**config.mk**
```make
export PLATFORM = sky130hd
export DESIGN_NAME = iocsd_top
export DESIGN_NICKNAME = d
export VERILOG_FILES = /design/src/design/iocsd_pkg.sv /design/src/design/iocsd_fixed_decode.sv /design/src/design/iocsd_top.sv
export VERILOG_INCLUDE_DIRS = /design/src /design/src/design
export SDC_FILE = /design/constraint.sdc
export NUM_CORES = 1
export LEC_CHECK = 0
export BUFFER_PORTS_ARGS = -buffer_cell sky130_fd_sc_hd__buf_2
export CAP_MARGIN = 10
export CORE_MARGIN = 5
export CORE_UTILIZATION = 30
export CTS_BUF_LIST = sky130_fd_sc_hd__clkbuf_8
export DETAILED_ROUTE_END_ITERATION = 16
export PLACE_DENSITY = 0.6
export SLEW_MARGIN = 20
export SYNTH_ARGS = -nofsm -noshare
export SYNTH_HDL_FRONTEND = slang
export SYNTH_SLANG_ARGS = --single-unit
```
**constraint.sdc**
```tcl
create_clock -name ref_clk -period 1.94 [get_ports ref_clk]
set_input_delay 0.194 -clock ref_clk [delete_from_list [all_inputs] [get_ports ref_clk]]
set_output_delay 0.194 -clock ref_clk [all_outputs]
set_load 0.01 [all_outputs]
```
**src/design/iocsd_defs.svh**
```systemverilog
// Address, field and code constants of the I/O chip-select decoder.
`ifndef IOCSD_DEFS_SVH
`define IOCSD_DEFS_SVH

`define IOCSD_MATCH_PORT   16'h3072
`define IOCSD_CFG_PORT     16'h2872
`define IOCSD_CFG_RESET    16'h0000
`define IOCSD_MATCH_RESET  16'h0000
`define IOCSD_UPPER_LSB    10
`define IOCSD_LOW_IGN_MAX  3'h4

`define IOCSD_CS_ROM       5'h00
`define IOCSD_CS_KBD       5'h01
`define IOCSD_CS_NPX       5'h02
`define IOCSD_CS_PWR0      5'h03
`define IOCSD_CS_RTC_ALE   5'h05
`define IOCSD_CS_RTC_WR    5'h06
`define IOCSD_CS_RTC_RD    5'h07
`define IOCSD_CS_FLP_OP    5'h08
`define IOCSD_CS_FLP       5'h09
`define IOCSD_CS_FLP_CTL   5'h0A
`define IOCSD_CS_SHR_CTL   5'h0B
`define IOCSD_CS_HD        5'h0C
`define IOCSD_CS_HD_CTL    5'h0D
`define IOCSD_CS_SER_A     5'h0E
`define IOCSD_CS_PAR       5'h0F
`define IOCSD_CS_SER_B     5'h10
`define IOCSD_CS_PROG      5'h11
`define IOCSD_CS_SCSI      5'h12
`define IOCSD_CS_FLUSH     5'h13
`define IOCSD_CS_EMS       5'h14
`define IOCSD_CS_EMS_SLOW  5'h15
`define IOCSD_CS_EMS_FAST  5'h16
`define IOCSD_CS_PWR1      5'h17
`define IOCSD_CS_FLP_DAT   5'h18
`define IOCSD_CS_FLP_DIR   5'h19
`define IOCSD_CS_IDLE      5'h1F

`define IOCSD_PORT_PWR0    16'h7072
`define IOCSD_PORT_PWR1    16'h7872
`define IOCSD_PORT_FLUSH   16'hF872
`define IOCSD_PORT_EMS     16'hF072
`define IOCSD_PORT_EMS2    16'hF472
`define IOCSD_SCSI_ROW     12'h353
`define IOCSD_NPX_ROW      11'h007
`define IOCSD_KBD_ROW      6'h06
`define IOCSD_RTC_ADDR     10'h070
`define IOCSD_RTC_DATA     10'h071
`define IOCSD_FLP_PRI      6'h3F
`define IOCSD_FLP_SEC      6'h37
`define IOCSD_HD_PRI       6'h1F
`define IOCSD_HD_SEC       6'h17
`define IOCSD_PAR_ROW0     7'h4F
`define IOCSD_PAR_ROW1     7'h6F
`define IOCSD_PAR_ROW2     8'hEF
`define IOCSD_SER_ROW1     7'h7F
`define IOCSD_SER_ROW2     7'h5F
`define IOCSD_SER_ROW3     7'h7D
`define IOCSD_SER_ROW4     7'h5D

`endif

```
**src/design/iocsd_pkg.sv**
```systemverilog
// Types shared by the I/O chip-select decoder modules.
package iocsd_pkg;

  typedef struct packed {
    logic       rtc_expansion;
    logic       fast_video;
    logic       fast_scsi;
    logic       prog_select_enable;
    logic       upper_addr_compare;
    logic [2:0] low_addr_ignore_field;
    logic       prog_expansion;
    logic       fast_hard_disk;
    logic       spare;
    logic       disk_secondary;
    logic       fast_coproc;
    logic       lock_password;
    logic       hard_disk_disable;
    logic       floppy_disable;
  } iocsd_cfg_t;

  typedef struct packed {
    logic        io_cycle;
    logic        rom_cycle;
    logic        write;
    logic        read;
    logic [15:0] addr;
    logic [15:0] wdata;
  } iocsd_cycle_t;

  typedef struct packed {
    logic       active;
    logic [4:0] code;
  } iocsd_sel_t;

  typedef struct packed {
    iocsd_cfg_t  cfg;
    logic [15:0] prog_select_match_address;
    iocsd_sel_t  sel;
    logic [15:0] rdata;
    logic        rdata_valid;
  } iocsd_state_t;

endpackage

```
**src/design/iocsd_fixed_decode.sv**
```systemverilog
// Combinational decode of the fixed peripheral port map.
`timescale 1ns/1ps
`include "iocsd_defs.svh"

module iocsd_fixed_decode
  import iocsd_pkg::*;
(
  input  wire logic [15:0] addr,
  input  wire logic        write,
  input  wire iocsd_cfg_t  cfg,
  input  wire logic [2:0]  serial_a_range,
  input  wire logic [2:0]  serial_b_range,
  input  wire logic        clk48_enable,
  output logic             hit,
  output logic [4:0]       code
);

  logic [9:0] a;
  logic [5:0] flp_row;
  logic [5:0] hd_row;
  logic       flp_on;
  logic       hd_on;

  // Serial ranges are eight ports wide; range values zero and five to seven mean disabled.
  function automatic logic serial_hit(input logic [2:0] range, input logic [9:0] low);
    logic [6:0] row;
    logic       en;
    row = 7'h00;
    en  = 1'b1;
    case (range)
      3'h1:    row = `IOCSD_SER_ROW1;
      3'h2:    row = `IOCSD_SER_ROW2;
      3'h3:    row = `IOCSD_SER_ROW3;
      3'h4:    row = `IOCSD_SER_ROW4;
      default: en = 1'b0;
    endcase
    return en && (low[9:3] == row);
  endfunction

  assign a       = addr[9:0];
  assign flp_row = cfg.disk_secondary ? `IOCSD_FLP_SEC : `IOCSD_FLP_PRI;
  assign hd_row  = cfg.disk_secondary ? `IOCSD_HD_SEC : `IOCSD_HD_PRI;
  assign flp_on  = !cfg.floppy_disable;
  assign hd_on   = !cfg.hard_disk_disable;

  // Checked in ascending code order, so serial A wins over serial B.
  always_comb begin
    hit  = 1'b1;
    code = `IOCSD_CS_IDLE;
    if (a[9:4] == `IOCSD_KBD_ROW && !a[0]) begin
      code = `IOCSD_CS_KBD;
    end else if (addr[15:5] == `IOCSD_NPX_ROW) begin
      code = `IOCSD_CS_NPX;
    end else if (addr == `IOCSD_PORT_PWR0) begin
      code = `IOCSD_CS_PWR0;
    end else if (a == `IOCSD_RTC_ADDR) begin
      code = `IOCSD_CS_RTC_ALE;
    end else if (a == `IOCSD_RTC_DATA) begin
      code = write ? `IOCSD_CS_RTC_WR : `IOCSD_CS_RTC_RD;
    end else if (flp_on && a == {flp_row, 4'h2}) begin
      code = `IOCSD_CS_FLP_OP;
    end else if (flp_on && a[9:1] == {flp_row, 3'h2}) begin
      code = `IOCSD_CS_FLP;
    end else if (flp_on && a == {flp_row, 4'h7}) begin
      code = hd_on ? `IOCSD_CS_SHR_CTL : `IOCSD_CS_FLP_CTL;
    end else if (hd_on && a[9:3] == {hd_row, 1'b0}) begin
      code = `IOCSD_CS_HD;
    end else if (hd_on && a[9:1] == {flp_row, 3'h3}) begin
      code = `IOCSD_CS_HD_CTL;
    end else if (serial_hit(serial_a_range, a)) begin
      code = `IOCSD_CS_SER_A;
    end else if (a[9:3] == `IOCSD_PAR_ROW0 || a[9:3] == `IOCSD_PAR_ROW1 || a[9:2] == `IOCSD_PAR_ROW2) begin
      code = `IOCSD_CS_PAR;
    end else if (serial_hit(serial_b_range, a)) begin
      code = `IOCSD_CS_SER_B;
    end else if (addr[15:4] == `IOCSD_SCSI_ROW) begin
      code = `IOCSD_CS_SCSI;
    end else if (addr == `IOCSD_PORT_FLUSH) begin
      code = `IOCSD_CS_FLUSH;
    end else if (addr == `IOCSD_PORT_EMS) begin
      code = `IOCSD_CS_EMS;
    end else if (addr == `IOCSD_PORT_EMS2) begin
      code = clk48_enable ? `IOCSD_CS_EMS_FAST : `IOCSD_CS_EMS_SLOW;
    end else if (addr == `IOCSD_PORT_PWR1) begin
      code = `IOCSD_CS_PWR1;
    end else if (flp_on && a[9:1] == {flp_row, 3'h0}) begin
      code = `IOCSD_CS_FLP_DAT;
    end else if (flp_on && a == {flp_row, 4'h3}) begin
      code = `IOCSD_CS_FLP_DIR;
    end else begin
      hit = 1'b0;
    end
  end

endmodule

```
**src/design/iocsd_top.sv**
```systemverilog
// I/O chip-select decoder with programmable select window and its registers.
//
// Summary of operation
// - Match register at port 3072H, 16 bits, readable and writable, bit n expects An.
// - Three-digit fixed ports compare only address lines A09 down to A00.
// - Selected peripheral is given as a five-bit code; 04, 1E, 1F are reserved.
// - Boot ROM cycles give code 00, independent of any port address.
// - Even ports 060 to 06E give keyboard controller code 01.
// - Ports 00E0 to 00FF give coprocessor code 02.
// - Port 3F7 or 377 gives 0A with floppy enabled and hard disk disabled.
// - With floppy and hard disk both enabled that port gives 0B.
// - 3F6/376 give 0D, plus 3F7/377 without floppy; 1F0-1F7/170-177 give 0C.
// - Ports 278-27F, 378-37F and 3BC-3BF give parallel code 0F.
// - Serial ports give 0E and 10; on equal ranges only the first is selected.
// - A programmable match that also hits a fixed decode is suppressed.
// - Port F072 gives 14; port F472 gives 15 with the fast clock disabled.
// - Port F472 gives 16 with the fast clock enabled.
// - Upper compare setting includes A15-A10 when one, ignores them when zero.
// - Low ignore field 0 to 4 drops A00 up to A03 from the compare.
// - Disk location bit picks primary or secondary floppy and hard disk rows.
`timescale 1ns/1ps
`include "iocsd_defs.svh"

module iocsd_top
  import iocsd_pkg::*;
(
  input  wire logic         ref_clk,
  input  wire logic         rst_b,
  input  wire logic         clk_en,
  input  wire iocsd_cycle_t cyc,
  input  wire logic [2:0]   serial_a_range,
  input  wire logic [2:0]   serial_b_range,
  input  wire logic         clk48_enable,
  output iocsd_sel_t        sel,
  output logic [15:0]       rdata,
  output logic              rdata_valid
);

  localparam iocsd_state_t STATE_RESET = '{
    cfg:                       `IOCSD_CFG_RESET,
    prog_select_match_address: `IOCSD_MATCH_RESET,
    sel:                       '{active: 1'b0, code: `IOCSD_CS_IDLE},
    rdata:                     16'h0000,
    rdata_valid:               1'b0
  };

  iocsd_state_t st;
  iocsd_state_t next_st;
  logic         fixed_hit;
  logic [4:0]   fixed_code;
  logic [15:0]  care;
  logic [2:0]   ign_n;
  logic         prog_hit;

  ////////////////////////////////////////////////////////////////////////////////
  // Fixed port map.

  iocsd_fixed_decode u_fixed (
    .addr           (cyc.addr),
    .write          (cyc.write),
    .cfg            (st.cfg),
    .serial_a_range (serial_a_range),
    .serial_b_range (serial_b_range),
    .clk48_enable   (clk48_enable),
    .hit            (fixed_hit),
    .code           (fixed_code)
  );

  ////////////////////////////////////////////////////////////////////////////////
  // Programmable window compare.

  // Field values above four are clamped to the widest documented mask.
  assign ign_n = (st.cfg.low_addr_ignore_field > `IOCSD_LOW_IGN_MAX) ?
                 `IOCSD_LOW_IGN_MAX : st.cfg.low_addr_ignore_field;

  for (genvar i = 0; i < 16; i++) begin : g_care
    if (i >= `IOCSD_UPPER_LSB) begin : g_up
      assign care[i] = st.cfg.upper_addr_compare;
    end else begin : g_low
      assign care[i] = (int'(ign_n) <= i);
    end
  end

  assign prog_hit = st.cfg.prog_select_enable &&
                    (((cyc.addr ^ st.prog_select_match_address) & care) == 16'h0000);

  ////////////////////////////////////////////////////////////////////////////////
  // Next state.

  always_comb begin
    next_st             = st;
    next_st.rdata_valid = 1'b0;
    if (cyc.rom_cycle) begin
      next_st.sel = '{active: 1'b1, code: `IOCSD_CS_ROM};
    end else if (cyc.io_cycle && fixed_hit) begin
      next_st.sel = '{active: 1'b1, code: fixed_code};
    end else if (cyc.io_cycle && prog_hit) begin
      next_st.sel = '{active: 1'b1, code: `IOCSD_CS_PROG};
    end else begin
      next_st.sel = '{active: 1'b0, code: `IOCSD_CS_IDLE};
    end
    if (cyc.io_cycle && cyc.write) begin
      if (cyc.addr == `IOCSD_MATCH_PORT) begin
        next_st.prog_select_match_address = cyc.wdata;
      end else if (cyc.addr == `IOCSD_CFG_PORT) begin
        next_st.cfg = cyc.wdata;
      end
    end
    if (cyc.io_cycle && cyc.read) begin
      if (cyc.addr == `IOCSD_MATCH_PORT) begin
        next_st.rdata       = st.prog_select_match_address;
        next_st.rdata_valid = 1'b1;
      end else if (cyc.addr == `IOCSD_CFG_PORT) begin
        next_st.rdata       = st.cfg;
        next_st.rdata_valid = 1'b1;
      end
    end
  end

  always_ff @(posedge ref_clk or negedge rst_b) begin
    if (!rst_b) begin
      st <= STATE_RESET;
    end else if (clk_en) begin
      st <= next_st;
    end
  end

  assign sel         = st.sel;
  assign rdata       = st.rdata;
  assign rdata_valid = st.rdata_valid;

  logic io_only;
  assign io_only = clk_en && cyc.io_cycle && !cyc.rom_cycle;
endmodule

```
# Word level (Yosys, flattened, before mapping)
# Index checks and enable logic that the tools add are counted.
[word_totals] ff_bits=55 input_bits=46 output_inout_bits=23 elab_cells=189
[op_classes] order_cmp=8 n_eq_ne=32 mux=100 bitwise=3 n_reduce_logical=27
[op_table] op="$mux 7" n=22
[op_table] op="$mux 5" n=19
[op_table] op="$pmux 7 s4" n=2
[op_table] op="$eq 16x16->1 const B" n=3
[op_table] op="$mux 1" n=47
[op_table] op="$mux 17" n=2
[op_table] op="$eq 16x14->1 const B" n=2
[op_table] op="$eq 16x15->1 const B" n=2
[op_table] op="$eq 10x10->1" n=3
[op_table] op="$eq 9x9->1" n=3
[op_table] op="$eq 7x7->1" n=3
[op_table] op="$eq 10x7->1 const B" n=2
[op_table] op="$mux 6" n=3
[op_table] op="$and 16x16->16" n=1
[op_table] op="$logic_not 16->1" n=1
[op_table] op="$xor 16x16->16" n=1
[op_table] op="$logic_and 1x1->1" n=15
[op_table] op="$eq 7x7->1 const B" n=2
[op_table] op="$eq 12x10->1 const B" n=1
[op_table] op="$eq 3x2->1 const B" n=4
[op_table] op="$eq 11x3->1 const B" n=1
[op_table] op="$le 3x3->1 const B" n=3
[op_table] op="$eq 8x8->1 const B" n=1
[op_table] op="$mux 4" n=2
[op_table] op="15 further kinds" n=25

# Logic depth before layout (Yosys ltp)
# Gate-level depths: netlist of run 1.
[depth] depth_word=44 mapped_depth=9 ltp_nobuf=7

# Cells and area by module
# Synthesis of run 1 repeated with hierarchy kept, for this count alone.
[hier_totals] cells_unflattened=333 area_unflattened_um2=3384.5
[by_module_without_submodules] module="iocsd_top" instances=1 cells_each=232 area_per_inst_um2=2726.4 seq_area_each_um2=1382.6
[by_module_without_submodules] module="iocsd_fixed_decode" instances=1 cells_each=101 area_per_inst_um2=658.1 seq_area_each_um2=0.0

# Worst setup path before layout of run 1
# No wires, ideal clock.
[synth_timing] path_kind="input to register" from="input cyc[25] (netlist bit)" to="register st[29] (netlist bit)" setup_time_ns=0.125 t_arrival_ns=1.949 required_time_ns=1.815 slack_ns=-0.133 stages=7 path_buffers=3 path_cell_list="buf_2 > or4_1 > buf_2 > nor3_4 > nand4_4 > buf_6 > mux2_2"
[synth_via] elab_chain_len=2
[synth_rtl] item="start: declaration" line="iocsd_top.sv:30" rtl="input wire iocsd_cycle_t cyc,"
[synth_rtl] item="$eq 16x14->1 (no source line)"
[synth_rtl] item="$reduce_and 3->1 (no source line)"
[synth_rtl] item="end signal: assignment" line="iocsd_top.sv:124" rtl="st <= next_st;"
[synth_rtl] item="end: declaration" line="iocsd_top.sv:47" rtl="iocsd_state_t st;"
# Every way passes these cells.
# A chain may end at the register's enable or synchronous reset.

# Worst setup path after layout of run 1
[layout_timing] from="register st[43] (netlist bit)" to="register st (netlist bit sel[2])"
[layout_via] elab_chain_len=26 elab_cells_between_ends=59 classes_between="eq/ne (7); mux (44); reduce/logical (8)"
[layout_rtl] item="$mux 4 (no source line)"
[layout_rtl] item="$eq 10x10->1" line="iocsd_fixed_decode.sv:88" rtl="end else if (flp_on && a == {flp_row, 4'h3}) begin"
[layout_rtl] item="$logic_and 1x1->1" line="iocsd_fixed_decode.sv:88"
[layout_rtl] item="$mux 1" line="iocsd_fixed_decode.sv:88"
[layout_rtl] item="$mux 1" line="iocsd_fixed_decode.sv:86" rtl="end else if (flp_on && a[9:1] == {flp_row, 3'h0}) begin"
[layout_rtl] item="$mux 1" line="iocsd_fixed_decode.sv:84" rtl="end else if (addr == `IOCSD_PORT_PWR1) begin"
[layout_rtl] item="$mux 1" line="iocsd_fixed_decode.sv:82" rtl="end else if (addr == `IOCSD_PORT_EMS2) begin"
[layout_rtl] item="$mux 1" line="iocsd_fixed_decode.sv:80" rtl="end else if (addr == `IOCSD_PORT_EMS) begin"
[layout_rtl] item="[10 not listed]"
[layout_rtl] item="$mux 1" line="iocsd_fixed_decode.sv:58" rtl="end else if (a == `IOCSD_RTC_DATA) begin"
[layout_rtl] item="$mux 1" line="iocsd_fixed_decode.sv:56" rtl="end else if (a == `IOCSD_RTC_ADDR) begin"
[layout_rtl] item="$mux 1" line="iocsd_fixed_decode.sv:54" rtl="end else if (addr == `IOCSD_PORT_PWR0) begin"
[layout_rtl] item="$mux 1" line="iocsd_fixed_decode.sv:52" rtl="end else if (addr[15:5] == `IOCSD_NPX_ROW) begin"
[layout_rtl] item="$mux 1" line="iocsd_fixed_decode.sv:50" rtl="if (a[9:4] == `IOCSD_KBD_ROW && !a[0]) begin"
[layout_rtl] item="$logic_and 1x1->1" line="iocsd_top.sv:95" rtl="end else if (cyc.io_cycle && fixed_hit) begin"
[layout_rtl] item="$mux 6 *" line="iocsd_top.sv:95"
[layout_rtl] item="$mux 6 *" line="iocsd_top.sv:93" rtl="if (cyc.rom_cycle) begin"
# Mark *: on every way between the ends. The rest lies on a longest branch, timed or not.

==> reports/qor.tcl, run 1 <==
set qor(row_count) 38
set qor(timing.critical_path.arrival_ps) 2170
set qor(layout_setup_ws_ps) 49.9
set qor(cellPowerDensity_nw_per_um2) 515
set qor(initial_core_util_pct) 30.9
set qor(postSynth.asyncResetShare_pct) 100
set qor(first_pass_grt_wire_length_um) 16200
set qor(ys_warn_count) 0
set qor(setup.reg_to_reg.worst_slack_ps) 50
set qor(wirelength_um) 10100
set qor(worstRegToRegCells) 7
set qor(clock.fmax_ghz) 0.529
set qor(max_stage_delay_ps) 430
set qor(critical_path.cell_chain) {xor2_2, and4_4, a211o_1, buf_4, a41o_1, a211o_1, nand3_1}
set qor(worstSetupEndpointType) {flip-flop}
set qor(total_switching_power_uw) 630
set qor(layout_commonest_cell) {sky130_fd_sc_hd__buf_2}
set qor(cts_inserted_buffers) 5
set qor(combinational_fraction_of_design_power_pct) 14.7
set qor(synth.yosys.seq_area_share_pct) 40.7
set qor(die_w_um) 116
set qor(hold_viol) 15
set qor(drt_iter0_drc) 151
set qor(worstSetupPathType) {reg -> reg}
set qor(die_area_um2) 13500
set qor(slew_violations) 0
set qor(num-nets-final) 473
set qor(htree_num_levels) 2
set qor(overflow) 0
set qor(final_layout_size_suffix_gt1_share_pct) 44.2
set qor(worst_hold_slack_ps) -17.8
set qor(area_post_placement_um2) 4160
set qor(critical_path.most_common_cell) {sky130_fd_sc_hd__a211o_1}
set qor(max-cap-violations) 0
set qor(place.detailed.hpwl_um) 8070
set qor(synth_fp_nets) 384
set qor(drc) 0
set qor(post_synth_num_cell_types) 62
set qor(dr.pass1.iters) 5
set qor(via_count_of_the_first_global_routing_pass) 3030
set qor(grt_antenna_before_repair) 0
set qor(postRouteAntennaNets) 0
set qor(synth_enable_flop_cells) 0
set qor(timing.critical_path.from_type) {flip-flop}
set qor(clock_latency_ps) 330
set qor(layout_cell_area_excl_fill_um2) 4290
set qor(detail_route.wl_per_cell_um) 17.7
set qor(avgSynthCellArea_um2) 10.0
set qor(area_growth_pct) 26.4
set qor(clock-sinks) 55
set qor(vias_per_cell) 5.02
set qor(synthesis.instances) 338
set qor(crit_fanout) 3
set qor(portBuffers) 68
set qor(routabilityCongestion) 0.929
set qor(worst_hold_path_type) {in -> async}
set qor(finalCritPeriodShare_pct) 97.4
set qor(cp_slowest_cell) {sky130_fd_sc_hd__dfrtp_1}
set qor(global_route.usage.total_pct) 15.3
set qor(worst-endpoint-required_ps) 2220
set qor(run_status) {finished with violations}
set qor(die_span_y_um) 116
set qor(worst_slew_pin_slew_ps) 712
set qor(cts_buffer_depth) 2
set qor(cts.hold.buffers_added) 0
set qor(cellLeakagePower_nw) 2.04
set qor(most_frequent_cells_in_the_layout) {sky130_fd_sc_hd__buf_2, sky130_fd_sc_hd__buf_4, sky130_fd_sc_hd__dfrtp_1}
set qor(cts_setup_buffers) 0
set qor(seq_power_share_pct) 53.0
set qor(cts.clk_slew.worst_paths_ps) 120
set qor(worst_ir_drop_vdd_mv) 0.304
set qor(failed_checks) {hold timing}
set qor(dp_worst_setup_slack_ps) -202
set qor(finalCriticalPeriod_ps) 1890
set qor(placeableCoreArea_um2) 11000
set qor(share_clk_of_total_power_pct) 32.3
set qor(slew_headroom_pct) 52.5
set qor(i_o_pin_total) 69
set qor(maximum_number_of_pins_on_one_net_before_global_route_repair) 56
set qor(cts_root_buf) {sky130_fd_sc_hd__clkbuf_8}
set qor(worst_clock_skew_ps) 15.1
set qor(internal_power_mw) 1.58
set qor(syn_area_um2) 3400
set qor(ys.flop_type) {sky130_fd_sc_hd__dfrtp_1}
set qor(detailroute.via_count) 2859
set qor(setup_violations) 0
set qor(number_of_register_bits_inferred_by_synthesis) 55
set qor(switching_share_pct) 28.5
set qor(cts_tree) {done}
set qor(unrepaired_setup_endpoints_after_global_routing) {true}
==> worst max-delay path, delay by kind of cell, from the launching register on <==
family / cells / cell delay, ps
compound gates: 3 / 830
flops: 1 / 430
simple gates: 2 / 260
xor+xnor: 1 / 160
buf+inv: 1 / 160
==> cell families after synthesis <==
family | share of synthesized area [%]
compound gates | 14.1
simple gates | 20.7
flops | 40.7
buf+inv | 8.40
xor+xnor | 5.16
mux | 10.9
==> timing repair <==
item / in CTS / in global routing
resized for setup: 1 / 5
pin swaps: 0 / 0
setup endpoints to repair: 3 / 5
hold endpoints to repair: 0 / 0
==> power groups by stage <==
| stage | clock, mW | combinational, mW | sequential [mW] |
|---|---|---|---|
| after floorplan | 0 | 0.151 | 1.19 |
| after global placement | 0 | 0.324 | 1.19 |
| after detailed placement | 0 | 0.325 | 1.19 |
| after CTS | 0.733 | 0.327 | 1.17 |
| after global routing | 0.769 | 0.360 | 1.17 |
| final | 0.715 | 0.325 | 1.17 |
==> path summary, 6_finish.rpt <==
path	startpoint	end
worst max-delay path	st[43]	sel[2]
worst max register to register	st[43]	sel[2]
min in group ref_clk	cyc[34]	sel[4]
worst min register to register	sel[4]	sel[4]
worst min-delay path	rst_b	sel[5]
max in group asynchronous	rst_b	st[39]
==> cell usage after synthesis (3+ instances only) <==
master | count | area (um2)
sky130_fd_sc_hd__mux2_2 | 32 | 360
sky130_fd_sc_hd__o21ai_0 | 22 | 110
sky130_fd_sc_hd__nand4_1 | 5 | 31.3
sky130_fd_sc_hd__buf_2 | 6 | 30.0
sky130_fd_sc_hd__clkbuf_1 | 12 | 45.0
sky130_fd_sc_hd__nor2b_1 | 7 | 43.8
sky130_fd_sc_hd__dfrtp_1 | 50 | 1250
sky130_fd_sc_hd__nand3b_1 | 4 | 30.0
sky130_fd_sc_hd__xor2_1 | 6 | 52.6
sky130_fd_sc_hd__nand3_1 | 11 | 55.1
sky130_fd_sc_hd__a22oi_1 | 17 | 128
sky130_fd_sc_hd__or4bb_1 | 3 | 33.8
sky130_fd_sc_hd__nand2_1 | 31 | 116
sky130_fd_sc_hd__inv_1 | 7 | 26.3
sky130_fd_sc_hd__nor4b_1 | 4 | 35.0
sky130_fd_sc_hd__a221o_1 | 3 | 30.0
sky130_fd_sc_hd__nor4_2 | 3 | 37.5
sky130_fd_sc_hd__dfstp_2 | 5 | 131
sky130_fd_sc_hd__nor2_1 | 13 | 48.8
sky130_fd_sc_hd__nand2b_1 | 6 | 37.5
sky130_fd_sc_hd__buf_4 | 22 | 165
sky130_fd_sc_hd__a21oi_1 | 4 | 20.0
sky130_fd_sc_hd__xnor2_1 | 14 | 123
==> cell type report <==
| cell class | count | area (um2) |
|---|---|---|
| inverters | 7 | 26.3 |
| repair buffers | 125 | 831 |
| diodes | 1 | 2.50 |
| clock buffers | 5 | 68.8 |
| well taps | 140 | 175 |
| multi-input cells | 233 | 1780 |
| fillers | 1121 | 6690 |
| flip-flops and latches | 55 | 1380 |
| clock inverters | 3 | 27.5 |
==> registers in the layout, indices dropped and copies added (netlist names) <==
| name | flops |
|---|---|
| care | 1 |
| sel | 6 |
| st | 31 |
| rdata_valid | 1 |
| rdata | 16 |
==> metal layers <==
metal  vias to the layer above  share of wire, %  routed length [um]  global-route usage, %
met3                         6               5.5                 554                   2.54
li1                       1393                 -                   -                      -
met1                      1389                48                4810                   22.0
met4                         0              0.98                  99                   3.33
met5                         -                 0                   0                      0
met2                        71                46                4630                   24.1
==> per-stage QoR <==
step / setup TNS (ps) / cells / power, mW / hold WS (ps) / utilization, %
CTS: 0 / 568 / 2.23 / 9.85 / 38.8
global route: -123 / 568 / 2.30 / 53.8 / 39.1
detailed placement: -7530 / 560 / 1.52 / 374 / 37.9
finish: 0 / 569 / 2.21 / -17.8 / 39.1
floorplan: -1090 / 338 / 1.34 / -102 / -
global placement: -6790 / 560 / 1.52 / 362 / 37.9
No activity file was read; power rests on OpenSTA's default activity.
==> run 2, diff against run 1 <==
--- a/config.mk
+++ b/config.mk
@@ -9,10 +9,10 @@
 export BUFFER_PORTS_ARGS = -buffer_cell sky130_fd_sc_hd__buf_2
 export CAP_MARGIN = 10
 export CORE_MARGIN = 5
-export CORE_UTILIZATION = 30
+export CORE_UTILIZATION = 40
 export CTS_BUF_LIST = sky130_fd_sc_hd__clkbuf_8
 export DETAILED_ROUTE_END_ITERATION = 16
-export PLACE_DENSITY = 0.6
+export PLACE_DENSITY = 0.73
 export SLEW_MARGIN = 20
 export SYNTH_ARGS = -nofsm -noshare
 export SYNTH_HDL_FRONTEND = slang
==> reports/qor.tcl, run 2 (synthesis results as in run 1) <==
set qor(antenna_cells) 0 ;# was 1
set qor(worstSetupEndpointType) {flip-flop} ;# unchanged
set qor(cts_buffer_depth) 2 ;# unchanged
set qor(critical_path_buf_inv_count) 0 ;# was 1
set qor(maximum_number_of_pins_on_one_net_before_global_route_repair) 56 ;# unchanged
set qor(overflow) 0 ;# unchanged
set qor(initial_core_util_pct) 41.1 ;# was 30.9%
set qor(area_growth_pct) 23.0 ;# was 26.4%
set qor(grt_antenna_before_repair) 0 ;# unchanged
set qor(worst_clock_skew_ps) 11.2 ;# was 15.1 ps
set qor(unrepaired_setup_endpoints_after_global_routing) {true} ;# unchanged
set qor(global_route.usage.total_pct) 17.6 ;# was 15.3%
set qor(slew_headroom_pct) 53.9 ;# was 52.5%
set qor(largest_register) {st} ;# unchanged
set qor(worst_ir_drop_vdd_mv) 0.300 ;# was 0.304 mV
set qor(path_delay_family) {compound AO/OA/AOI/OAI gates} ;# unchanged
set qor(cellLeakagePower_nw) 2.01 ;# was 2.04 nW
set qor(die_w_um) 102 ;# was 116 um
set qor(finalPower_mw) 2.15 ;# was 2.21 mW
set qor(dr.pass1.iters) 4 ;# was 5
set qor(num-nets-final) 470 ;# was 473
set qor(critical_path.reg2reg.endpoint) {sel[5]} ;# was sel[2]
set qor(detailroute.via_count) 2843 ;# was 2859
set qor(final_layout_size_suffix_gt1_share_pct) 42.6 ;# was 44.2%
set qor(layout_commonest_cell) {sky130_fd_sc_hd__buf_2} ;# unchanged
set qor(portBuffers) 68 ;# unchanged
set qor(clock_latency_ps) 310 ;# was 330 ps
set qor(die_span_y_um) 102 ;# was 116 um
set qor(hold_viol) 8 ;# was 15
set qor(postRouteAntennaNets) 0 ;# unchanged
set qor(clock-sinks) 55 ;# unchanged
set qor(multi_input_area_um2) 1760 ;# was 1780 um2
set qor(cp_slowest_cell) {sky130_fd_sc_hd__dfrtp_1} ;# unchanged
set qor(first_pass_grt_wire_length_um) 14400 ;# was 16200 um
set qor(cts_tree) {done} ;# unchanged
set qor(crit_fanout) 4 ;# was 3
set qor(max_stage_delay_ps) 410 ;# was 430 ps
set qor(seq_area_um2) 1380 ;# unchanged
set qor(i_o_pin_total) 69 ;# unchanged
set qor(placeableCoreArea_um2) 8260 ;# was 11000 um2
set qor(wirelength_um) 9020 ;# was 10100 um
set qor(via_count_of_the_first_global_routing_pass) 2841 ;# was 3030
set qor(cts_inserted_buffers) 5 ;# unchanged
set qor(worst-endpoint-required_ps) 2160 ;# was 2220 ps
set qor(timing.critical_path.from_type) {flip-flop} ;# unchanged
set qor(drt_iter0_drc) 118 ;# was 151
set qor(worstSetupStartpoint) {st[43]} ;# unchanged
set qor(drc) 0 ;# unchanged
set qor(routabilityCongestion) 0.906 ;# was 0.929
set qor(cts.clk_slew.worst_paths_ps) 110 ;# was 120 ps
set qor(layout.filler_cells) 790 ;# was 1121
set qor(total_stage_count_of_the_critical_path) 7 ;# unchanged
set qor(place.detailed.hpwl_um) 7170 ;# was 8070 um
set qor(clock.fmax_ghz) 0.532 ;# was 0.529 GHz
set qor(worst_hold_slack_ps) -12.4 ;# was -17.8 ps
set qor(fin_util_pct) 50.6 ;# was 39.1%
set qor(max-cap-violations) 0 ;# unchanged
set qor(largest_register_ffs) 31 ;# unchanged
set qor(worst_r2r_src) {st[43]} ;# unchanged
set qor(run_status) {finished with violations} ;# unchanged
set qor(cts.hold.buffers_added) 0 ;# unchanged
set qor(htree_num_levels) 2 ;# unchanged
set qor(timing.critical_path.arrival_ps) 2100 ;# was 2170 ps
set qor(failed_checks) {hold timing} ;# unchanged
set qor(most_frequent_cells_in_the_layout) {sky130_fd_sc_hd__buf_2, sky130_fd_sc_hd__buf_4, sky130_fd_sc_hd__dfrtp_1} ;# unchanged
set qor(worst_hold_path_type) {in -> async} ;# unchanged
set qor(dp_worst_setup_slack_ps) -172 ;# was -202 ps
set qor(finalCritPeriodShare_pct) 96.9 ;# was 97.4%
set qor(worstSetupPathType) {reg -> reg} ;# unchanged
set qor(worstRegToRegCells) 7 ;# unchanged
set qor(die_area_um2) 10400 ;# was 13500 um2
set qor(setup.reg_to_reg.worst_slack_ps) 60 ;# was 50 ps
set qor(cts_root_buf) {sky130_fd_sc_hd__clkbuf_8} ;# unchanged
set qor(finalCriticalPeriod_ps) 1880 ;# was 1890 ps
set qor(cellPowerDensity_nw_per_um2) 515 ;# about the same
set qor(detail_route.wl_per_cell_um) 17.0 ;# was 17.7 um
set qor(worst_slew_pin_slew_ps) 692 ;# was 712 ps
set qor(setup_violations) 0 ;# unchanged
set qor(slew_violations) 0 ;# unchanged
set qor(vias_per_cell) 5.36 ;# was 5.02
set qor(row_count) 33 ;# was 38
set qor(layout_setup_ws_ps) 59.6 ;# was 49.9 ps
set qor(critical_path.cell_chain) {xor2_1, and4_1, a211o_1, nor4_4, nand3_1, a21o_1, o21a_1} ;# was xor2_2, and4_4, a211o_1, buf_4, a41o_1, a211o_1, nand3_1
[run 2: changes by cell type in the layout (fill, tap and decap cells not counted), sizes merged]
cell,delta
buf,-3
diode,-1
[run 2: layer usage]
layer	share of wire, %	up-vias	GRT usage, %	wire length [um]
li1	-	1387	-	-
met1	46	1350	25.1	4120
met2	47	92	28.0	4220
met3	6.0	14	3.14	538
met4	1.5	0	3.83	139
met5	0	-	0	0
[run 2: timing repair]
item	4_1_cts	5_1_grt
gates cloned	0	0
gates resized for setup	1	0
setup endpoints to repair	1	3
setup buffers	0	1
[run 2: area by class of cell]
| class | instances | share of cell area, % |
|---|---|---|
| multi-input cells | 233 | 42.0 |
| flip-flops and latches | 55 | 33.1 |
| repair buffers | 122 | 18.8 |
| well taps | 105 | 3.15 |
| clock buffers | 5 | 1.65 |
| clock inverters | 3 | 0.659 |
| inverters | 7 | 0.629 |
[run 2: per-stage QoR]
step           setup TNS (ps)  std cells  cell area, um2
3_5_place_dp            -4070        521            4060
2_1_floorplan           -1090        338            3430
5_1_grt                 -28.7        530            4180
3_3_place_gp            -3060        521            4060
4_1_cts                     0        529            4170
6_report                    0        530            4180
[run 2: worst max path at each step]
| stage | slack (ps) | endpoint |
|---|---|---|
| after global placement | -160 | sel[2] |
| after detailed placement | -170 | sel[2] |
| after floorplan | -50 | st[39] |
| final | 60 | sel[5] |
| after CTS | 50 | sel[5] |
| after global routing | -30 | sel[5] |
[run 2: power breakdown]
group          total, mW  switching, mW  internal, mW
registers           1.17        0.00674          1.17
logic              0.310          0.167         0.144
clock network      0.667          0.402         0.266
total               2.15          0.575          1.58
